--- src/include/crm_pkg.sv ---
package crm_pkg;

    // ========================================
    // timing
    localparam int unsigned CLK_PERIOD_NS = 10;
    // backplane reset hold after power-up or soft reset
    localparam int unsigned RST_HOLD_NS   = 1000000;
    // satellite polling interval of the backplane reset
    localparam int unsigned POLL_NS       = 10000000;
    // reissue interval of a standing thermal alert
    localparam int unsigned ALERT_NS      = 1000000000;
    localparam int unsigned RST_HOLD_CYC  =
        (RST_HOLD_NS + CLK_PERIOD_NS - 1) / CLK_PERIOD_NS;
    localparam int unsigned POLL_CYC      = POLL_NS / CLK_PERIOD_NS;
    localparam int unsigned ALERT_CYC     = ALERT_NS / CLK_PERIOD_NS;
    // settle time of the synchronisers before the role is sampled
    localparam logic [31:0] SYNC_WAIT     = 32'h0000_0003;
    localparam logic [31:0] CNT_ONE       = 32'h0000_0001;
    localparam logic [31:0] CNT_ZERO      = 32'h0000_0000;

    // ========================================
    // register map
    localparam logic [3:0] ADDR_CTRL      = 4'h0;
    localparam logic [3:0] ADDR_MODE_NEXT = 4'h1;
    localparam logic [3:0] ADDR_MODE_NOW  = 4'h2;
    localparam logic [3:0] ADDR_WARN      = 4'h3;
    localparam logic [3:0] ADDR_SHUT      = 4'h4;
    localparam logic [3:0] ADDR_TEMP      = 4'h5;
    localparam logic [3:0] ADDR_STATUS    = 4'h6;
    localparam logic [3:0] ADDR_MASK      = 4'h7;
    localparam logic [3:0] ADDR_FLASH     = 4'h8;

    localparam int CTRL_SOFT_RST = 0;
    localparam int MODE_NOW_SYS  = 2;

    // ========================================
    // reset operating modes
    localparam logic [1:0] MODE_11      = 2'h1;
    localparam logic [1:0] MODE_22      = 2'h2;
    localparam logic [1:0] MODE_66      = 2'h3;
    localparam logic [1:0] MODE_DEFAULT = MODE_66;

    // ========================================
    // thresholds
    localparam logic [7:0] WARN_RST = 8'h50;
    localparam logic [7:0] SHUT_RST = 8'h5A;

    // ========================================
    // status bits
    localparam int STAT_W       = 4;
    localparam int STAT_WARN    = 0;
    localparam int STAT_CRIT    = 1;
    localparam int STAT_SATRST  = 2;
    localparam int STAT_REFUSED = 3;

    localparam logic [1:0] LVL_NONE = 2'h0;
    localparam logic [1:0] LVL_WARN = 2'h1;
    localparam logic [1:0] LVL_CRIT = 2'h2;

    typedef enum logic [1:0] {
        ST_CAPTURE,
        ST_RESET,
        ST_RUN
    } crm_seq_t;

endpackage : crm_pkg

--- src/logic/crm_sync2.sv ---
`timescale 1ns/1ps
module crm_sync2 #(
    parameter int W = 1
) (
    input  wire logic         clk_sys,
    input  wire logic         rst_b,
    input  wire logic         clk_en,
    input  wire logic [W-1:0] d,
    output logic      [W-1:0] q
);

    // ========================================
    // two-stage synchroniser, first stage read only by second
    typedef struct packed {
        logic [W-1:0] s1;
        logic [W-1:0] s2;
    } crm_sync_t;

    crm_sync_t q_s;
    crm_sync_t next_q_s;

    always_comb begin
        next_q_s    = q_s;
        next_q_s.s1 = d;
        next_q_s.s2 = q_s.s1;
    end

    always_ff @(posedge clk_sys or negedge rst_b) begin
        if (!rst_b) begin
            q_s <= '1;
        end else if (clk_en) begin
            q_s <= next_q_s;
        end
    end

    assign q = q_s.s2;

endmodule : crm_sync2

--- src/logic/crm_reset_thermal.sv ---
// The address-and-strobe port and the placing of the registers were decided locally.
`timescale 1ns/1ps
module crm_reset_thermal #(
    parameter int unsigned RST_HOLD_CYC = crm_pkg::RST_HOLD_CYC,
    parameter int unsigned POLL_CYC     = crm_pkg::POLL_CYC,
    parameter int unsigned ALERT_CYC    = crm_pkg::ALERT_CYC
) (
    input  wire logic       clk_sys,
    input  wire logic       rst_b,
    input  wire logic       clk_en,
    input  wire logic [3:0] reg_addr,
    input  wire logic [7:0] reg_wdata,
    input  wire logic       reg_wr,
    input  wire logic       reg_rd,
    output logic      [7:0] reg_rdata,
    input  wire logic       sysen_b,
    input  wire logic       bp_rst_b_in,
    output logic            bp_rst_b_out,
    output logic            bp_rst_b_oe,
    output logic            pci_clk_en,
    output logic            pci_isolate,
    output logic            bridge_rst_b,
    output logic            cpu_rst_b,
    input  wire logic [1:0] cfg_mode,
    input  wire logic       cfg_valid,
    output logic      [1:0] mode_store,
    input  wire logic       boot_image,
    input  wire logic [7:0] temp,
    output logic            alert_warn,
    output logic            alert_crit,
    output logic      [7:0] alert_thresh,
    output logic      [7:0] alert_temp,
    output logic            flash_req,
    output logic      [7:0] flash_data,
    output logic            irq
);

    // ========================================
    // state
    typedef struct packed {
        crm_pkg::crm_seq_t          seq;
        logic                       sys_slot;
        logic [1:0]                 mode;
        logic [1:0]                 mode_next;
        logic [7:0]                 warn_sh;
        logic [7:0]                 shut_sh;
        logic [7:0]                 warn_t;
        logic [7:0]                 shut_t;
        logic [31:0]                seq_cnt;
        logic [31:0]                poll_cnt;
        logic [31:0]                alert_cnt;
        logic [1:0]                 lvl;
        logic [crm_pkg::STAT_W-1:0] status;
        logic [crm_pkg::STAT_W-1:0] mask;
        logic [7:0]                 rdata;
        logic                       irq;
        logic                       bp_rst_out;
        logic                       bp_rst_oe;
        logic                       pci_clk_en;
        logic                       pci_isolate;
        logic                       bridge_rst_b;
        logic                       cpu_rst_b;
        logic                       alert_warn;
        logic                       alert_crit;
        logic [7:0]                 alert_thresh;
        logic [7:0]                 alert_temp;
        logic                       flash_req;
        logic [7:0]                 flash_data;
    } crm_regs_t;

    crm_regs_t q;
    crm_regs_t next_q;

    logic       pci_rst_s;
    logic       sysen_s;
    logic [1:0] lvl_now;
    logic       refused;
    logic [crm_pkg::STAT_W-1:0] stat_set;
    logic [crm_pkg::STAT_W-1:0] stat_clr;

    // ========================================
    // helpers
    function automatic logic pci_active(input logic [1:0] mode,
                                        input logic       sys);
        pci_active = sys ? (mode != crm_pkg::MODE_22)
                         : (mode == crm_pkg::MODE_11);
    endfunction : pci_active

    function automatic logic [1:0] temp_level(input logic [7:0] t,
                                              input logic [7:0] warn,
                                              input logic [7:0] shut);
        if (t >= shut) begin
            temp_level = crm_pkg::LVL_CRIT;
        end else if (t >= warn) begin
            temp_level = crm_pkg::LVL_WARN;
        end else begin
            temp_level = crm_pkg::LVL_NONE;
        end
    endfunction : temp_level

    function automatic logic [1:0] legal_mode(input logic [1:0] m);
        legal_mode = (m == 2'h0) ? crm_pkg::MODE_DEFAULT : m;
    endfunction : legal_mode

    // ========================================
    // backplane input synchronisers
    crm_sync2 #(
        .W (2)
    ) u_sync (
        .clk_sys (clk_sys),
        .rst_b   (rst_b),
        .clk_en  (clk_en),
        .d       ({bp_rst_b_in, sysen_b}),
        .q       ({pci_rst_s, sysen_s})
    );

    // ========================================
    // next state
    always_comb begin
        next_q            = q;
        next_q.flash_req  = 1'b0;
        next_q.alert_warn = 1'b0;
        next_q.alert_crit = 1'b0;
        next_q.rdata      = 8'h00;
        stat_set          = '0;
        stat_clr          = '0;
        lvl_now           = temp_level(temp, q.warn_t, q.shut_t);

        // reset sequencer; a backplane reset loads warn_t and shut_t from the shadows, other registers survive it
        case (q.seq)
            crm_pkg::ST_CAPTURE: begin
                if (q.seq_cnt == crm_pkg::SYNC_WAIT) begin
                    next_q.sys_slot = !sysen_s;
                    // mode latched only here, after power-up
                    if (cfg_valid) begin
                        next_q.mode = legal_mode(cfg_mode);
                    end else begin
                        next_q.mode = crm_pkg::MODE_DEFAULT;
                    end
                    next_q.mode_next = next_q.mode;
                    next_q.seq       = crm_pkg::ST_RESET;
                    next_q.seq_cnt   = crm_pkg::CNT_ZERO;
                end else begin
                    next_q.seq_cnt = q.seq_cnt + crm_pkg::CNT_ONE;
                end
            end
            crm_pkg::ST_RESET: begin
                next_q.warn_t = q.warn_sh;
                next_q.shut_t = q.shut_sh;
                if (q.seq_cnt >= 32'(RST_HOLD_CYC - 1)) begin
                    next_q.seq     = crm_pkg::ST_RUN;
                    next_q.seq_cnt = crm_pkg::CNT_ZERO;
                end else begin
                    next_q.seq_cnt = q.seq_cnt + crm_pkg::CNT_ONE;
                end
            end
            crm_pkg::ST_RUN: begin
                if (q.poll_cnt >= 32'(POLL_CYC - 1)) begin
                    next_q.poll_cnt = crm_pkg::CNT_ZERO;
                    if (!q.sys_slot && !pci_rst_s) begin
                        next_q.seq     = crm_pkg::ST_RESET;
                        next_q.seq_cnt = crm_pkg::CNT_ZERO;
                        stat_set[crm_pkg::STAT_SATRST] = 1'b1;
                    end
                end else begin
                    next_q.poll_cnt = q.poll_cnt + crm_pkg::CNT_ONE;
                end
            end
            default: begin
                next_q.seq     = crm_pkg::ST_CAPTURE;
                next_q.seq_cnt = crm_pkg::CNT_ZERO;
            end
        endcase

        // thermal alerts, repeated while the level stands
        next_q.lvl = lvl_now;
        if (lvl_now != crm_pkg::LVL_NONE &&
            (lvl_now != q.lvl || q.alert_cnt == crm_pkg::CNT_ZERO)) begin
            next_q.alert_cnt  = 32'(ALERT_CYC - 1);
            next_q.alert_warn = (lvl_now == crm_pkg::LVL_WARN);
            next_q.alert_crit = (lvl_now == crm_pkg::LVL_CRIT);
            next_q.alert_thresh = next_q.alert_crit ? q.shut_t
                                                    : q.warn_t;
            next_q.alert_temp   = temp;
            stat_set[crm_pkg::STAT_WARN] = next_q.alert_warn;
            stat_set[crm_pkg::STAT_CRIT] = next_q.alert_crit;
        end else if (lvl_now == crm_pkg::LVL_NONE) begin
            next_q.alert_cnt = crm_pkg::CNT_ZERO;
        end else begin
            next_q.alert_cnt = q.alert_cnt - crm_pkg::CNT_ONE;
        end

        // register writes; boot image takes only flash updates
        refused = boot_image && reg_wr && reg_addr != crm_pkg::ADDR_FLASH;
        if (refused) begin
            stat_set[crm_pkg::STAT_REFUSED] = 1'b1;
        end
        if (reg_wr && !refused) begin
            case (reg_addr)
                crm_pkg::ADDR_CTRL: begin
                    if (reg_wdata[crm_pkg::CTRL_SOFT_RST] &&
                        q.seq == crm_pkg::ST_RUN) begin
                        next_q.seq     = crm_pkg::ST_RESET;
                        next_q.seq_cnt = crm_pkg::CNT_ZERO;
                    end
                end
                crm_pkg::ADDR_MODE_NEXT: begin
                    next_q.mode_next = legal_mode(reg_wdata[1:0]);
                end
                crm_pkg::ADDR_WARN: begin
                    next_q.warn_sh = reg_wdata;
                end
                crm_pkg::ADDR_SHUT: begin
                    next_q.shut_sh = reg_wdata;
                end
                crm_pkg::ADDR_MASK: begin
                    next_q.mask = reg_wdata[crm_pkg::STAT_W-1:0];
                end
                crm_pkg::ADDR_FLASH: begin
                    next_q.flash_req  = 1'b1;
                    next_q.flash_data = reg_wdata;
                end
                default: begin
                end
            endcase
        end

        // register reads; status clears on read
        if (reg_rd) begin
            case (reg_addr)
                crm_pkg::ADDR_MODE_NEXT: next_q.rdata = {6'h00, q.mode_next};
                crm_pkg::ADDR_MODE_NOW: begin
                    next_q.rdata = {5'h00, q.sys_slot, q.mode};
                end
                crm_pkg::ADDR_WARN:   next_q.rdata = q.warn_sh;
                crm_pkg::ADDR_SHUT:   next_q.rdata = q.shut_sh;
                crm_pkg::ADDR_TEMP:   next_q.rdata = temp;
                crm_pkg::ADDR_STATUS: begin
                    next_q.rdata = {4'h0, q.status};
                    stat_clr     = '1;
                end
                crm_pkg::ADDR_MASK:   next_q.rdata = {4'h0, q.mask};
                default:              next_q.rdata = 8'h00;
            endcase
        end
        // set wins over a clear in the same cycle
        next_q.status = (q.status & ~stat_clr) | stat_set;
        next_q.irq    = |(next_q.status & next_q.mask);

        // backplane and local reset outputs
        next_q.bp_rst_out = 1'b0;
        next_q.bp_rst_oe  = next_q.sys_slot &&
                            (next_q.seq == crm_pkg::ST_RESET ||
                             next_q.mode == crm_pkg::MODE_22);
        next_q.pci_clk_en = next_q.sys_slot &&
                            next_q.seq != crm_pkg::ST_CAPTURE &&
                            next_q.mode != crm_pkg::MODE_22;
        next_q.pci_isolate = next_q.seq == crm_pkg::ST_CAPTURE ||
                    !pci_active(next_q.mode, next_q.sys_slot);
        next_q.bridge_rst_b = next_q.seq == crm_pkg::ST_RUN &&
                    pci_active(next_q.mode, next_q.sys_slot) &&
                    (next_q.sys_slot || pci_rst_s);
        next_q.cpu_rst_b = next_q.seq == crm_pkg::ST_RUN &&
                    !(!next_q.sys_slot &&
                      next_q.mode == crm_pkg::MODE_11 &&
                      !pci_rst_s);
    end

    always_ff @(posedge clk_sys or negedge rst_b) begin
        if (!rst_b) begin
            q             <= '0;
            q.mode        <= crm_pkg::MODE_DEFAULT;
            q.mode_next   <= crm_pkg::MODE_DEFAULT;
            q.warn_sh     <= crm_pkg::WARN_RST;
            q.shut_sh     <= crm_pkg::SHUT_RST;
            q.warn_t      <= crm_pkg::WARN_RST;
            q.shut_t      <= crm_pkg::SHUT_RST;
            q.pci_isolate <= 1'b1;
        end else if (clk_en) begin
            q <= next_q;
        end
    end

    // ========================================
    // outputs
    assign reg_rdata    = q.rdata;
    assign bp_rst_b_out = q.bp_rst_out;
    assign bp_rst_b_oe  = q.bp_rst_oe;
    assign pci_clk_en   = q.pci_clk_en;
    assign pci_isolate  = q.pci_isolate;
    assign bridge_rst_b = q.bridge_rst_b;
    assign cpu_rst_b    = q.cpu_rst_b;
    assign mode_store   = q.mode_next;
    assign alert_warn   = q.alert_warn;
    assign alert_crit   = q.alert_crit;
    assign alert_thresh = q.alert_thresh;
    assign alert_temp   = q.alert_temp;
    assign flash_req    = q.flash_req;
    assign flash_data   = q.flash_data;
    assign irq          = q.irq;

    // ========================================
    // checks
    role_sample_a: assert property (
        @(posedge clk_sys) disable iff (!rst_b)
        (clk_en && q.seq == crm_pkg::ST_CAPTURE &&
         q.seq_cnt == crm_pkg::SYNC_WAIT)
        |=> q.sys_slot == !$past(sysen_s))
        else $error("slot role not taken from system enable");

    sys_normal_a: assert property (
        @(posedge clk_sys) disable iff (!rst_b)
        (clk_en && q.seq == crm_pkg::ST_RUN && q.sys_slot &&
         q.mode != crm_pkg::MODE_22)
        |=> pci_clk_en && !pci_isolate &&
            (bp_rst_b_oe == (q.seq == crm_pkg::ST_RESET)))
        else $error("system slot not driving normal reset and clock");

    sat_forward_a: assert property (
        @(posedge clk_sys) disable iff (!rst_b)
        (clk_en && q.seq == crm_pkg::ST_RUN && !q.sys_slot &&
         q.mode == crm_pkg::MODE_11 && !pci_rst_s)
        |=> !bridge_rst_b && !cpu_rst_b)
        else $error("backplane reset not forwarded");

    sys_standalone_a: assert property (
        @(posedge clk_sys) disable iff (!rst_b)
        (clk_en && q.seq != crm_pkg::ST_CAPTURE && q.sys_slot &&
         q.mode == crm_pkg::MODE_22)
        |=> bp_rst_b_oe && !bp_rst_b_out && !pci_clk_en && pci_isolate)
        else $error("standalone system slot not holding reset");

    sat_isolate_a: assert property (
        @(posedge clk_sys) disable iff (!rst_b)
        (clk_en && q.seq != crm_pkg::ST_CAPTURE && !q.sys_slot &&
         q.mode != crm_pkg::MODE_11)
        |=> !bridge_rst_b && pci_isolate && !bp_rst_b_oe)
        else $error("satellite bridge not isolated");

    mode_default_a: assert property (
        @(posedge clk_sys) disable iff (!rst_b)
        (clk_en && q.seq == crm_pkg::ST_CAPTURE &&
         q.seq_cnt == crm_pkg::SYNC_WAIT && !cfg_valid)
        |=> q.mode == crm_pkg::MODE_66)
        else $error("default mode not selected");

    mode_hold_a: assert property (
        @(posedge clk_sys) disable iff (!rst_b)
        (q.seq != crm_pkg::ST_CAPTURE) |=> $stable(q.mode))
        else $error("active mode changed without power cycle");

    sat_poll_a: assert property (
        @(posedge clk_sys) disable iff (!rst_b)
        (clk_en && q.seq == crm_pkg::ST_RUN && !q.sys_slot &&
         !pci_rst_s && q.poll_cnt == 32'(POLL_CYC - 1))
        |=> q.seq == crm_pkg::ST_RESET && !cpu_rst_b &&
            q.status[crm_pkg::STAT_SATRST])
        else $error("polled backplane reset did not reset board");

    warn_alert_a: assert property (
        @(posedge clk_sys) disable iff (!rst_b)
        (clk_en && temp >= q.warn_t && temp < q.shut_t &&
         q.lvl == crm_pkg::LVL_NONE)
        |=> alert_warn && !alert_crit && alert_thresh == $past(q.warn_t))
        else $error("warning alert missing");

    crit_alert_a: assert property (
        @(posedge clk_sys) disable iff (!rst_b)
        (clk_en && temp >= q.shut_t && q.lvl != crm_pkg::LVL_CRIT)
        |=> alert_crit && !alert_warn && alert_temp == $past(temp))
        else $error("critical alert missing");

    alert_repeat_a: assert property (
        @(posedge clk_sys) disable iff (!rst_b)
        (clk_en && q.lvl != crm_pkg::LVL_NONE && lvl_now == q.lvl &&
         q.alert_cnt == crm_pkg::CNT_ZERO)
        |=> (alert_warn || alert_crit) &&
            q.alert_cnt == 32'(ALERT_CYC - 1))
        else $error("standing alert not reissued");

    thresh_defer_a: assert property (
        @(posedge clk_sys) disable iff (!rst_b)
        (q.seq == crm_pkg::ST_RUN) |=> $stable(q.warn_t) &&
                                         $stable(q.shut_t))
        else $error("threshold changed outside reset");

    boot_refuse_a: assert property (
        @(posedge clk_sys) disable iff (!rst_b)
        (clk_en && boot_image && reg_wr &&
         reg_addr == crm_pkg::ADDR_MODE_NEXT)
        |=> $stable(q.mode_next) && q.status[crm_pkg::STAT_REFUSED])
        else $error("command accepted while on boot image");

endmodule : crm_reset_thermal

--- config.mk ---
export PLATFORM = sky130hd
export DESIGN_NAME = crm_reset_thermal
export DESIGN_NICKNAME = d
export VERILOG_FILES = /design/src/include/crm_pkg.sv /design/src/logic/crm_sync2.sv /design/src/logic/crm_reset_thermal.sv
export SDC_FILE = /design/constraint.sdc
export NUM_CORES = 1
export LEC_CHECK = 0
export BUFFER_PORTS_ARGS = -buffer_cell sky130_fd_sc_hd__clkbuf_2
export CORE_MARGIN = 2
export CORE_UTILIZATION = 30
export CTS_BUF_LIST = sky130_fd_sc_hd__clkbuf_16
export DETAILED_ROUTE_END_ITERATION = 8
export GPL_TIMING_DRIVEN = 0
export HOLD_SLACK_MARGIN = 0.12
export PLACE_DENSITY = 0.57
export SYNTH_ARGS = -nofsm -noshare
export SYNTH_HDL_FRONTEND = slang
export SYNTH_HIERARCHICAL = 1
export SYNTH_SLANG_ARGS = --single-unit
--- constraint.sdc ---
create_clock -name clk_sys -period 2.75 [get_ports clk_sys]
set_input_delay 0.55 -clock clk_sys [delete_from_list [all_inputs] [get_ports clk_sys]]
set_output_delay 0.55 -clock clk_sys [all_outputs]
set_load 0.05 [all_outputs]
After elaboration in Yosys (flattened, before gate mapping)
Index checks and enable logic that the tools add are counted.
Widths: inputs -> output; s select.
{"block": "totals", "inputBits": 31, "ff_bits": 190, "out_inout_bits": 44}
{"block": "op_classes", "n_reduce_logical": 41, "n_eq_ne": 20, "bitwise": 4, "addsub": 3, "magnitude_cmp": 4, "muxes": 45}
{"operator": "$mux 32", "count": 10}
{"operator": "$pmux 32 s3", "count": 1}
{"operator": "$add 32x1->32 const B", "count": 2}
{"operator": "$pmux 8 s7", "count": 1}
{"operator": "$mux 18", "count": 2}
{"operator": "$eq 32x2->1 const B", "count": 1}
{"operator": "$ge 32x17->1 const B", "count": 1}
{"operator": "$ge 32x20->1 const B", "count": 1}
{"operator": "$logic_not 32->1", "count": 1}
{"operator": "$mux 8", "count": 4}
{"operator": "$sub 32x1->32 const B", "count": 1}
{"operator": "$mux 2", "count": 12}
{"operator": "$mux 9", "count": 2}
{"operator": "$eq 4x3->1 const B", "count": 4}
{"operator": "$ge 8x8->1", "count": 2}
{"operator": "$mux 4", "count": 4}
{"operator": "$logic_and 1x1->1", "count": 14}
{"operator": "$logic_not 2->1", "count": 5}
{"operator": "$reduce_and 3->1", "count": 3}
{"operator": "$and 4x4->4", "count": 2}
{"operator": "$eq 2x1->1 const B", "count": 4}
{"operator": "$eq 2x2->1 const B", "count": 4}
{"operator": "$eq 4x2->1 const B", "count": 2}
{"operator": "$logic_not 1->1", "count": 7}
{"operator": "other kinds (16)", "count": 27}

Depth between registers and ports, before layout
Gate-level depths: netlist (run 1).
{"block": "logic_depth", "ltp_word": 11, "mapped_depth": 11}

Cells and area by module
Netlist (run 1), hierarchy kept.
{"module": "crm_reset_thermal", "area_per_inst_um2": 10227.3, "instances": 1, "seq_area_each_um2": 4675.7, "cells_per_inst": 1063}
{"module": "crm_sync2", "area_per_inst_um2": 150.1, "instances": 1, "seq_area_each_um2": 105.1, "cells_per_inst": 8}

Least setup slack after synthesis (run 1)
No wires, ideal clock.
{"block": "synth_path", "kind": "input -> register", "startpoint": "input temp[6]", "endpoint": "register q (netlist bit alert_temp[4])", "arrival_time_ns": 2.734, "slack_ns": -0.109, "cell_stages": 8, "required_ns": 2.625, "path_cell_list": "ha_1 > a21o_1 > a221oi_1 > nand2_1 > o21ai_2 > nor2_8 > buf_8 > mux2_4"}
{"block": "synth_via", "elab_chain_cells": 7, "word_cells_on_any_way": 9}
{"item": "start, declared", "line": "crm_reset_thermal.sv:28", "source": "input wire logic [7:0] temp,"}
{"item": "$ge 8x8->1", "line": "crm_reset_thermal.sv:94", "source": "end else if (t >= warn) begin"}
{"item": "$mux 1", "line": "crm_reset_thermal.sv:94"}
{"item": "$mux 2 *", "line": "crm_reset_thermal.sv:92", "source": "if (t >= shut) begin"}
{"item": "$ne 2x2->1", "line": "crm_reset_thermal.sv:178", "source": "(lvl_now != q.lvl || q.alert_cnt == crm_pkg::CNT_ZERO)) begin"}
{"item": "$logic_or 1x1->1", "line": "crm_reset_thermal.sv:178"}
{"item": "$logic_and 1x1->1 *", "line": "crm_reset_thermal.sv:177", "source": "if (lvl_now != crm_pkg::LVL_NONE &&"}
{"item": "$reduce_and 2->1 (no source line) *"}
{"item": "end signal, assigned", "line": "crm_reset_thermal.sv:280", "source": "q <= next_q;"}
{"item": "end, declared", "line": "crm_reset_thermal.sv:71", "source": "crm_regs_t q;"}
Mark *: on every way between the ends. The rest lies on a longest branch, timed or not.
A chain may end at the register's enable or synchronous reset.

Worst setup path in the final report (run 1)
{"block": "layout_path", "startpoint": "register q[154] in the netlist's numbering", "endpoint": "register q[67] in the netlist's numbering"}
{"block": "layout_via", "elab_chain_cells": 6, "word_cells_on_any_way": 9}
{"item": "$ge 8x8->1 *", "line": "crm_reset_thermal.sv:92"}
{"item": "$mux 2 *", "line": "crm_reset_thermal.sv:92"}
{"item": "$ne 2x2->1", "line": "crm_reset_thermal.sv:178"}
{"item": "$logic_or 1x1->1", "line": "crm_reset_thermal.sv:178"}
{"item": "$logic_and 1x1->1", "line": "crm_reset_thermal.sv:177"}
{"item": "$mux 32 *", "line": "crm_reset_thermal.sv:177"}
Marked as above.

==> results of run 1 <==
per-stage QoR:
| stage | std cells | hold WS, ns |
|---|---|---|
| floorplan | 1071 | 0.254 |
| finish | 1648 | 0.152 |
| global route | 1648 | 0.218 |
| detailed placement | 1600 | 0.475 |
| CTS | 1644 | 0.195 |
| global placement | 1598 | 0.478 |
registers in the layout (all words and copies together), names as in the netlist:
name,cells
reg_rdata,8
q,143
flash_data,8
u_sync/next_q_s,2
cpu_rst_b,1
pci_clk_en,1
alert_temp,8
u_sync/q,2
alert_crit,1
irq,1
mode_store,2
flash_req,1
pci_isolate,1
alert_thresh,8
bridge_rst_b,1
bp_rst_b_oe,1
alert_warn,1
synthesized netlist by cell type (all sizes together), types with 22 or more instances:
master  count  area share, %
dfrtp     169             41
nand2     101            3.7
nor2       96            3.6
o21ai      83            4.0
mux2       68            7.7
buf        45            3.1
a21oi      41            2.0
inv        40            1.4
clkbuf     35            1.3
nand3      35            1.7
nor3       30            1.7
a31oi      22            1.4
per-layer routing:
metal  track usage, %  share of wire, %
met5                0                 0
met4             3.46               1.4
met3             2.73               4.1
met2             24.8                47
met1             20.7                48
worst paths after layout:
path	endpoint	cells past startpoint	from
worst max-delay path	q[67]	12	q[154]
worst min-delay path	flash_data[6]	2	rst_b
worst max register to register	q[67]	12	q[154]
worst min register to register	q[103]	2	q[103]
max in group asynchronous	u_sync/q[1]	3	rst_b
min in group clk_sys	u_sync/next_q_s[0]	2	sysen_b
layout make-up:
cell class / count / area, um^2
Buffer: 78 / 512
Clock buffer: 17 / 425
Clock inverter: 15 / 183
Fill cell: 3431 / 21800
Inverter: 41 / 158
Multi-Input combinational cell: 760 / 5240
Sequential cell: 190 / 4780
Tap cell: 455 / 569
Timing Repair Buffer: 92 / 611
cell families (layout without fill, tap and decap cells):
kind of cell               count (synthesis)  after routing  synth area share, %
AOI/OAI and AO/OA                        241            241                 15.2
xor gates and xnor gates                  24             24                 2.03
adders and majority gates                 20             20                 2.41
buffers and inverters                    121            243                 5.82
DFF                                      190            190                 46.1
muxes                                     80             80                 9.26
other                                      1              1               0.0361
and+or+nand+nor                          394            394                 19.2
what timing repair did:
action | 4_1_cts | 5_1_grt
pin swaps | 6 | 8
setup endpoints to repair | 91 | 87
buffers inserted | 13 | 3
gates resized for setup | 37 | 44
endpoints found under the hold margin | 0 | 0
gates cloned | 0 | 2
report_power, final:
part	internal, W	switching, W	leakage, nW
Sequential	0.00335	0.000455	2.42
Combinational	0.00157	0.00207	2.65
Clock	0.00145	0.00117	0.300
==> reports/summary.json, run 1 <==
{
  "setup_path": {
    "worstPathBufferInverterCount": 5,
    "crit_path_cell_trace": "inv_2 -> ha_4 -> and3_4 -> o211ai_1 -> buf_4 -> buf_4 -> a211o_4 -> a31oi_4 -> buf_12 -> buf_8 -> a21oi_1 -> o211a_1",
    "rrSetupSlack_ns": 0.04,
    "element_type_at_the_critical_path_end": "register",
    "startpoint_type": "register",
    "crit_path_max_fanout": 10,
    "timing.critical_path.arrival_ns": 3.04,
    "worst_path_largest_cell_delay_ns": 0.56,
    "setup.worst_path.class": "reg2reg",
    "crit_path_top_delay_cell": "dfstp_2",
    "crit_family": "compound AO/OA/AOI/OAI gates",
    "path_common_cell": "buf_4",
    "crit_required_ns": 3.08
  },
  "detailed_routing": {
    "drt_pass1_iterations": 5,
    "drt_drc_violations_left": 0,
    "vias": 8418,
    "routed_wire_length_per_instance_um": 16.5,
    "detail-route-antenna-nets": 0,
    "dr.first_iter.drc_count": 620,
    "detail_route.wirelength_mm": 27.2,
    "vias_per_cell": 5.11
  },
  "die": {
    "start_util_pct": 30.3,
    "area_enclosed_by_the_die_boundary_mm2": 0.0361,
    "num_rows": 68,
    "die_h_um": 190,
    "core_area_mm2": 0.0343,
    "die_x_um": 190,
    "ios": 75
  },
  "power_and_ir_drop": {
    "design_power_total_w": 0.0101,
    "power_per_cell_area_mw_per_mm2": 806,
    "p_leak_nw": 5.37,
    "irDropWorstVdd_mv": 0.522
  },
  "cells_and_area": {
    "mostFrequentLayoutCell": "dfrtp_1",
    "most-common-layout-cells": "169 x dfrtp_1, 99 x nand2_1, 94 x nor2_1",
    "antenna_cells_inserted": 0,
    "design.final.nets": 1231,
    "area_growth_syn_to_layout_pct": 20.3,
    "finish.utilization_pct": 36.4,
    "post_route_cells_drive_above_1_share_pct": 26.2,
    "total_non_filler_cell_area_in_the_finished_layout_mm2": 0.0125
  },
  "clock_network": {
    "max-clock-path-buffers": 2,
    "clk_latency_ns": 0.45,
    "cts-root-buf": "clkbuf_16",
    "number_of_hold_buffers_added_after_cts": 0,
    "clkSinkCount": 190,
    "path_clk_slew_ns": 0.07,
    "cts_made_buffers": 17,
    "htree_num_levels": 4,
    "tritoncts": "done"
  },
  "timing": {
    "final_min_period_over_clock_period_pct": 98.5,
    "post_layout_worst_setup_margin_ns": 0.0417,
    "hold_viol_final": 0,
    "slew_violations": 0,
    "worst_slew_pin_slew_ns": 1.12,
    "period_needed_ns": 2.71,
    "setup_violations": 0,
    "timing.max_slew.rel_slack_pct": 25.1,
    "finalSetupTns_ns": 0,
    "fin_skew_ns": 0.0119,
    "rsz0062_at_grt": "true",
    "clock.fmax_mhz": 369
  },
  "placement": {
    "placed_area_mm2": 0.0114,
    "pre_cts_slack_ns": -0.871,
    "routabilityCongestion": 0.810,
    "io_buffers": 72,
    "hpwlAfterDp_mm": 18.8
  },
  "global_routing": {
    "global_route_wire_length_before_repair_mm": 43.6,
    "globalRoute.totalOverflow": 0,
    "via_count_of_the_first_global_routing_pass": 8175,
    "antenna_violations_before_repair": 0,
    "groute.usage.overall_pct": 15.1,
    "grt_start_max_net_pins": 110
  },
  "synth": {
    "synth.lib_cells_used.distinct": 75,
    "netlist_instances": 1071,
    "syn_nets": 1122,
    "ys.flop_type": "dfrtp_1",
    "syn-mean-instance-area_um2": 9.69,
    "synth_edf_count": 0,
    "synth.yosys.warnings": 6,
    "synth.cell_area_mm2": 0.0104,
    "yosysSeqAreaShare_pct": 46.1,
    "fraction_of_synthesis_flops_using_an_asynchronous_set_or_reset_pin_pct": 100,
    "ys_seq_elements": 190
  },
  "run_status": {
    "result_of_the_run": "completed"
  },
  "flow_run": {
    "cap_violations": 0
  },
  "min_path": {
    "timing.hold.worst.class": "in2async"
  }
}
No activity file was read; power rests on OpenSTA's default activity.
==> run 2: changes to the inputs <==
- CTS_CLUSTER_DIAMETER: not set -> 80
- PLACE_DENSITY: 0.57 -> not set
- clock period: 2.75 -> 3.36 ns (I/O delays scaled with it)
==> run 2 against run 1 <==
Against the previous run: first-iteration DRC count down 9.7%; global-route usage about the same; sequential power down 19%; core utilization down 1.4 points; cell count down 0.91%; die area unchanged; fmax down 14%; clock skew up 0.0016 ns; combinational power down 30%; cell area down 3.8%; flip-flop and latch count unchanged; clock power down 21%; largest power group unchanged.
==> reports/summary.json, run 2 (synthesis gave the netlist of run 1 again) <==
{
  "cells_and_area": {
    "post_route_cells_drive_above_1_share_pct": 22.2,
    "largest-register": "q",
    "most-common-layout-cells": "169 x dfrtp_1, 101 x nand2_1, 95 x nor2_1",
    "largest_reg_flops": 143,
    "area.sequential_mm2": 0.00478,
    "finish.cell_count_without_fillers": 1633,
    "mostFrequentLayoutCell": "dfrtp_1",
    "design.final.nets": 1215,
    "area_growth_syn_to_layout_pct": 15.7,
    "area_of_combinational_cells_with_multiple_inputs_mm2": 0.00502,
    "num-fill-cells": 3495
  },
  "timing": {
    "rsz0062_at_grt": "false",
    "period_needed_ns": 3.16,
    "final_min_period_over_clock_period_pct": 94.0,
    "setup_violations": 0,
    "hold_viol_final": 0,
    "timing.max_slew.rel_slack_pct": 46.9,
    "worst_slew_pin_slew_ns": 0.797,
    "post_layout_worst_setup_margin_ns": 0.202,
    "clock.fmax_mhz": 317,
    "slew_violations": 0,
    "fin_skew_ns": 0.0135
  },
  "clock_network": {
    "tritoncts": "done",
    "cts_made_buffers": 17,
    "number_of_hold_buffers_added_after_cts": 0,
    "cts-root-buf": "clkbuf_16",
    "clkSinkCount": 190,
    "cts_post_setup_buffers_inserted": 0,
    "htree_num_levels": 4,
    "path_clk_slew_ns": 0.08,
    "max-clock-path-buffers": 2,
    "clk_latency_ns": 0.45
  },
  "global_routing": {
    "via_count_of_the_first_global_routing_pass": 8018,
    "grt_start_max_net_pins": 69,
    "globalRoute.totalOverflow": 0,
    "groute.usage.overall_pct": 15.1,
    "antenna_violations_before_repair": 1,
    "global_route_wire_length_before_repair_mm": 43.5
  },
  "detailed_routing": {
    "met2_length_mm": 12.6,
    "detail-route-antenna-nets": 0,
    "top_layer": "met4",
    "met3_length_mm": 1.13,
    "drt_pass1_iterations": 5,
    "met1_length_mm": 12.3,
    "routed_wire_length_per_instance_um": 16.1,
    "dr.first_iter.drc_count": 560,
    "detail_route.wirelength_mm": 26.3,
    "drt_drc_violations_left": 0,
    "vias_per_cell": 5.11,
    "vias": 8341
  },
  "die": {
    "num_rows": 68,
    "area_enclosed_by_the_die_boundary_mm2": 0.0361,
    "start_util_pct": 30.3,
    "die_x_um": 190,
    "die_h_um": 190,
    "core_area_mm2": 0.0343,
    "ios": 75
  },
  "placement": {
    "hpwlAfterDp_mm": 19.1,
    "dp_cells": 1600,
    "pre_cts_slack_ns": -0.399,
    "io_buffers": 72,
    "routabilityCongestion": 0.837
  },
  "setup_path": {
    "timing.critical_path.arrival_ns": 3.48,
    "rrSetupSlack_ns": 0.20,
    "startpoint_type": "register",
    "crit_required_ns": 3.69,
    "element_type_at_the_critical_path_end": "register",
    "setup.worst_path.class": "reg2reg",
    "crit_path_max_fanout": 10
  },
  "min_path": {
    "timing.hold.worst.class": "in2async"
  },
  "flow_run": {
    "cap_violations": 0
  },
  "run_status": {
    "result_of_the_run": "completed"
  },
  "power_and_ir_drop": {
    "irDropWorstVdd_mv": 0.436,
    "design_power_total_w": 0.00772,
    "power_per_cell_area_mw_per_mm2": 643,
    "p_leak_nw": 5.16
  }
}
[run 2: cell types whose count changed in the layout (fill, tap and decap cells not counted), moves of 3 or more]
cell	delta
clkinv_8	+3
nor4_2	-3
buf_4	-15
buf_2	+3
nor3_1	+3
clkbuf_1	+10
buf_12	-3
clkbuf_4	-4
nor3_2	-3
nor4_1	+3
[run 2: routing by layer]
layer / track usage [%] / vias to the layer above
met1: 20.2 / 4114
li1: - / 4035
met3: 3.01 / 24
met4: 4.11 / 0
met2: 25.0 / 168
met5: 0 / -
[run 2: through the flow]
stage          area [um^2]  hold WS [ns]  util [%]  TNS, ns
6_report             12000         0.196      35.0        0
5_1_grt              12000         0.228      35.0        0
3_5_place_dp         11400         0.470      33.2   -11.08
3_3_place_gp         11300         0.464      33.0  -391.06
4_1_cts              12000         0.230      34.9        0
2_1_floorplan        10400         0.376         -        0
[run 2: report_power, final]
group,switching [W],total [W],internal [W]
Sequential,0.000354,0.00309,0.00274
Combinational,0.00156,0.00256,0.000997
Clock,0.00101,0.00207,0.00106
Total,0.00292,0.00772,0.00480
[run 2: worst max-delay path: stages, from the launching register on]
cell	delay (ns)
dfstp_2	0.55
inv_1	0.05
ha_1	0.29
a21o_1	0.20
a221oi_2	0.55
nand2_1	0.37
o21ai_2	0.46
nor2_8	0.11
buf_8	0.17
mux2_4	0.29
[run 2: worst paths after layout]
check,from,to,cells past startpoint
setup / recovery,q[154],alert_thresh[0],9
hold / removal,rst_b,q[135],1
setup reg to reg,q[154],alert_thresh[0],9
hold reg to reg,q[76],q[76],1
max in group asynchronous,rst_b,q[149],3
min in group clk_sys,sysen_b,u_sync/next_q_s[0],2
[run 2: area by class of cell]
| class | instances | share of cell area (%) |
|---|---|---|
| Tap cell | 455 | 4.74 |
| Antenna cell | 1 | 0.0208 |
| Timing Repair Buffer | 74 | 3.53 |
| Buffer | 80 | 3.75 |
| Inverter | 41 | 1.28 |
| Multi-Input combinational cell | 760 | 41.8 |
| Sequential cell | 190 | 39.8 |
| Clock buffer | 17 | 3.54 |
| Clock inverter | 15 | 1.45 |
[run 2: repair_timing]
action,CTS,global route
setup endpoints to repair,12,26
pin swaps,0,0
endpoints found under the hold margin,0,0
gates resized for setup,1,4
==> run 3: changes to the inputs <==
- PLACE_DENSITY: not set -> 0.42
- clock period: 3.36 -> 3.5 ns (I/O delays scaled with it)
==> run 3 against run 2 <==
Against the previous run: cell area shrank 0.26%; clock-buffer cell count is the same; critical endpoint is now q[71]; clock power is essentially flat; largest power group unchanged; sequential power shrank 4%.
==> reports/summary.json, run 3 (synthesis gave the netlist of run 1 again) <==
{
  "global_routing": {
    "globalRoute.totalOverflow": 0,
    "grt_start_max_net_pins": 100,
    "groute.usage.overall_pct": 17.1,
    "antenna_violations_before_repair": 0,
    "via_count_of_the_first_global_routing_pass": 8080,
    "global_route_wire_length_before_repair_mm": 47.7
  },
  "cells_and_area": {
    "largest_reg_flops": 143,
    "area_growth_syn_to_layout_pct": 15.4,
    "area.sequential_mm2": 0.00478,
    "num-fill-cells": 3507,
    "antenna_cells_inserted": 0,
    "finish.utilization_pct": 34.9,
    "mostFrequentLayoutCell": "dfrtp_1",
    "area_of_combinational_cells_with_multiple_inputs_mm2": 0.00502,
    "largest-register": "q",
    "most-common-layout-cells": "169 x dfrtp_1, 99 x nand2_1, 95 x nor2_1",
    "design.final.nets": 1214,
    "post_route_cells_drive_above_1_share_pct": 22.2
  },
  "timing": {
    "worst_slew_pin_slew_ns": 0.872,
    "timing.max_slew.rel_slack_pct": 41.6,
    "post_layout_worst_setup_margin_ns": 0.187,
    "fin_skew_ns": 0.0151,
    "rsz0062_at_grt": "false",
    "clock.fmax_mhz": 302,
    "hold_viol_final": 0,
    "setup_violations": 0,
    "final_min_period_over_clock_period_pct": 94.7,
    "period_needed_ns": 3.31,
    "slew_violations": 0
  },
  "setup_path": {
    "crit_family": "compound AO/OA/AOI/OAI gates",
    "crit_path_cell_trace": "clkbuf_2 -> inv_1 -> ha_1 -> nand2b_1 -> a2111oi_1 -> o41ai_4 -> and3b_1 -> clkbuf_1 -> nor2_1 -> clkbuf_1 -> nand4_1 -> o221ai_1",
    "timing.reg2reg.worst_path_depth": 10,
    "timing.critical_path.arrival_ns": 3.63,
    "startpoint_type": "input port",
    "crit_path_max_fanout": 10,
    "path_common_cell": "clkbuf_1",
    "worstPathBufferInverterCount": 4,
    "element_type_at_the_critical_path_end": "register",
    "worst_path_largest_cell_delay_ns": 0.68,
    "rrSetupSlack_ns": 0.19,
    "crit_required_ns": 3.81,
    "crit_path_top_delay_cell": "a2111oi_1",
    "regToRegStartpoint": "q[151]",
    "setup.worst_path.class": "in2reg",
    "r2r_end": "q[71]"
  },
  "placement": {
    "pre_cts_slack_ns": -0.700,
    "hpwlAfterDp_mm": 21.2,
    "routabilityCongestion": 0.752,
    "io_buffers": 72
  },
  "flow_run": {
    "cap_violations": 0
  },
  "detailed_routing": {
    "vias": 8207,
    "dr.first_iter.drc_count": 497,
    "detail-route-antenna-nets": 0,
    "drt_drc_violations_left": 0,
    "routed_wire_length_per_instance_um": 18.1,
    "detail_route.wirelength_mm": 29.5,
    "vias_per_cell": 5.03,
    "drt_pass1_iterations": 5
  },
  "clock_network": {
    "htree_num_levels": 4,
    "number_of_hold_buffers_added_after_cts": 0,
    "cts-root-buf": "clkbuf_16",
    "path_clk_slew_ns": 0.08,
    "cts_made_buffers": 17,
    "tritoncts": "done",
    "cts_post_setup_buffers_inserted": 0,
    "max-clock-path-buffers": 2,
    "clkSinkCount": 190,
    "clk_latency_ns": 0.46
  },
  "die": {
    "core_area_mm2": 0.0343,
    "start_util_pct": 30.3,
    "die_x_um": 190,
    "num_rows": 68,
    "ios": 75,
    "die_h_um": 190,
    "area_enclosed_by_the_die_boundary_mm2": 0.0361
  },
  "power_and_ir_drop": {
    "power_per_cell_area_mw_per_mm2": 629,
    "irDropWorstVdd_mv": 0.392,
    "p_leak_nw": 5.17
  },
  "run_status": {
    "result_of_the_run": "completed"
  },
  "min_path": {
    "timing.hold.worst.class": "in2async"
  }
}
run 3: through the flow:
step                hold WS (ns)  instances  TNS (ns)  total power (W)  instance area (um^2)
global route               0.359       1631         0          0.00800                 12000
detailed placement         0.472       1599    -29.35          0.00552                 11300
floorplan                  0.404       1071         0          0.00479                 10400
finish                     0.303       1631         0          0.00752                 12000
CTS                        0.330       1631         0          0.00762                 12000
global placement           0.469       1598   -443.10          0.00551                 11300
run 3: what timing repair did:
item,in CTS,in global routing
pin swaps,0,0
endpoints found under the setup margin,59,18
gates resized for setup,2,8
hold endpoints to repair,0,0
run 3: area by class of cell:
class	count	share of cell area (%)
multi-input combinational	760	42.0
sequential	190	39.9
tap	455	4.76
buffer	80	3.78
clock buffer	17	3.55
timing repair buffer	73	3.31
clock inverter	15	1.42
inverter	41	1.29
run 3: where the power goes:
part | switching [W] | total, W | internal [W]
Sequential | 0.000346 | 0.00298 | 0.00263
Combinational | 0.00155 | 0.00251 | 0.000958
Clock | 0.000919 | 0.00204 | 0.00112
Total | 0.00282 | 0.00752 | 0.00471
run 3: worst max-delay path by stage:
stage	startpoint	end	slack, ns	cells past startpoint
after floorplan	temp[6]	alert_temp[4]	0.49	8
after global placement	rst_b	q[66]	-2.36	1
after detailed placement	temp[7]	alert_temp[6]	-0.70	9
after CTS	q[154]	alert_thresh[0]	0.08	9
after global routing	q[126]	q[129]	0.009	9
final	temp[0]	q[71]	0.19	12
run 3: metal layers:
layer / wire length [um] / vias to the layer above / GRT usage (%)
met1: 14700 / 4026 / 24.4
met3: 853 / 22 / 2.47
met4: 442 / 0 / 5.13
li1: - / 4034 / -
met2: 13500 / 125 / 26.8
met5: 0 / - / 0
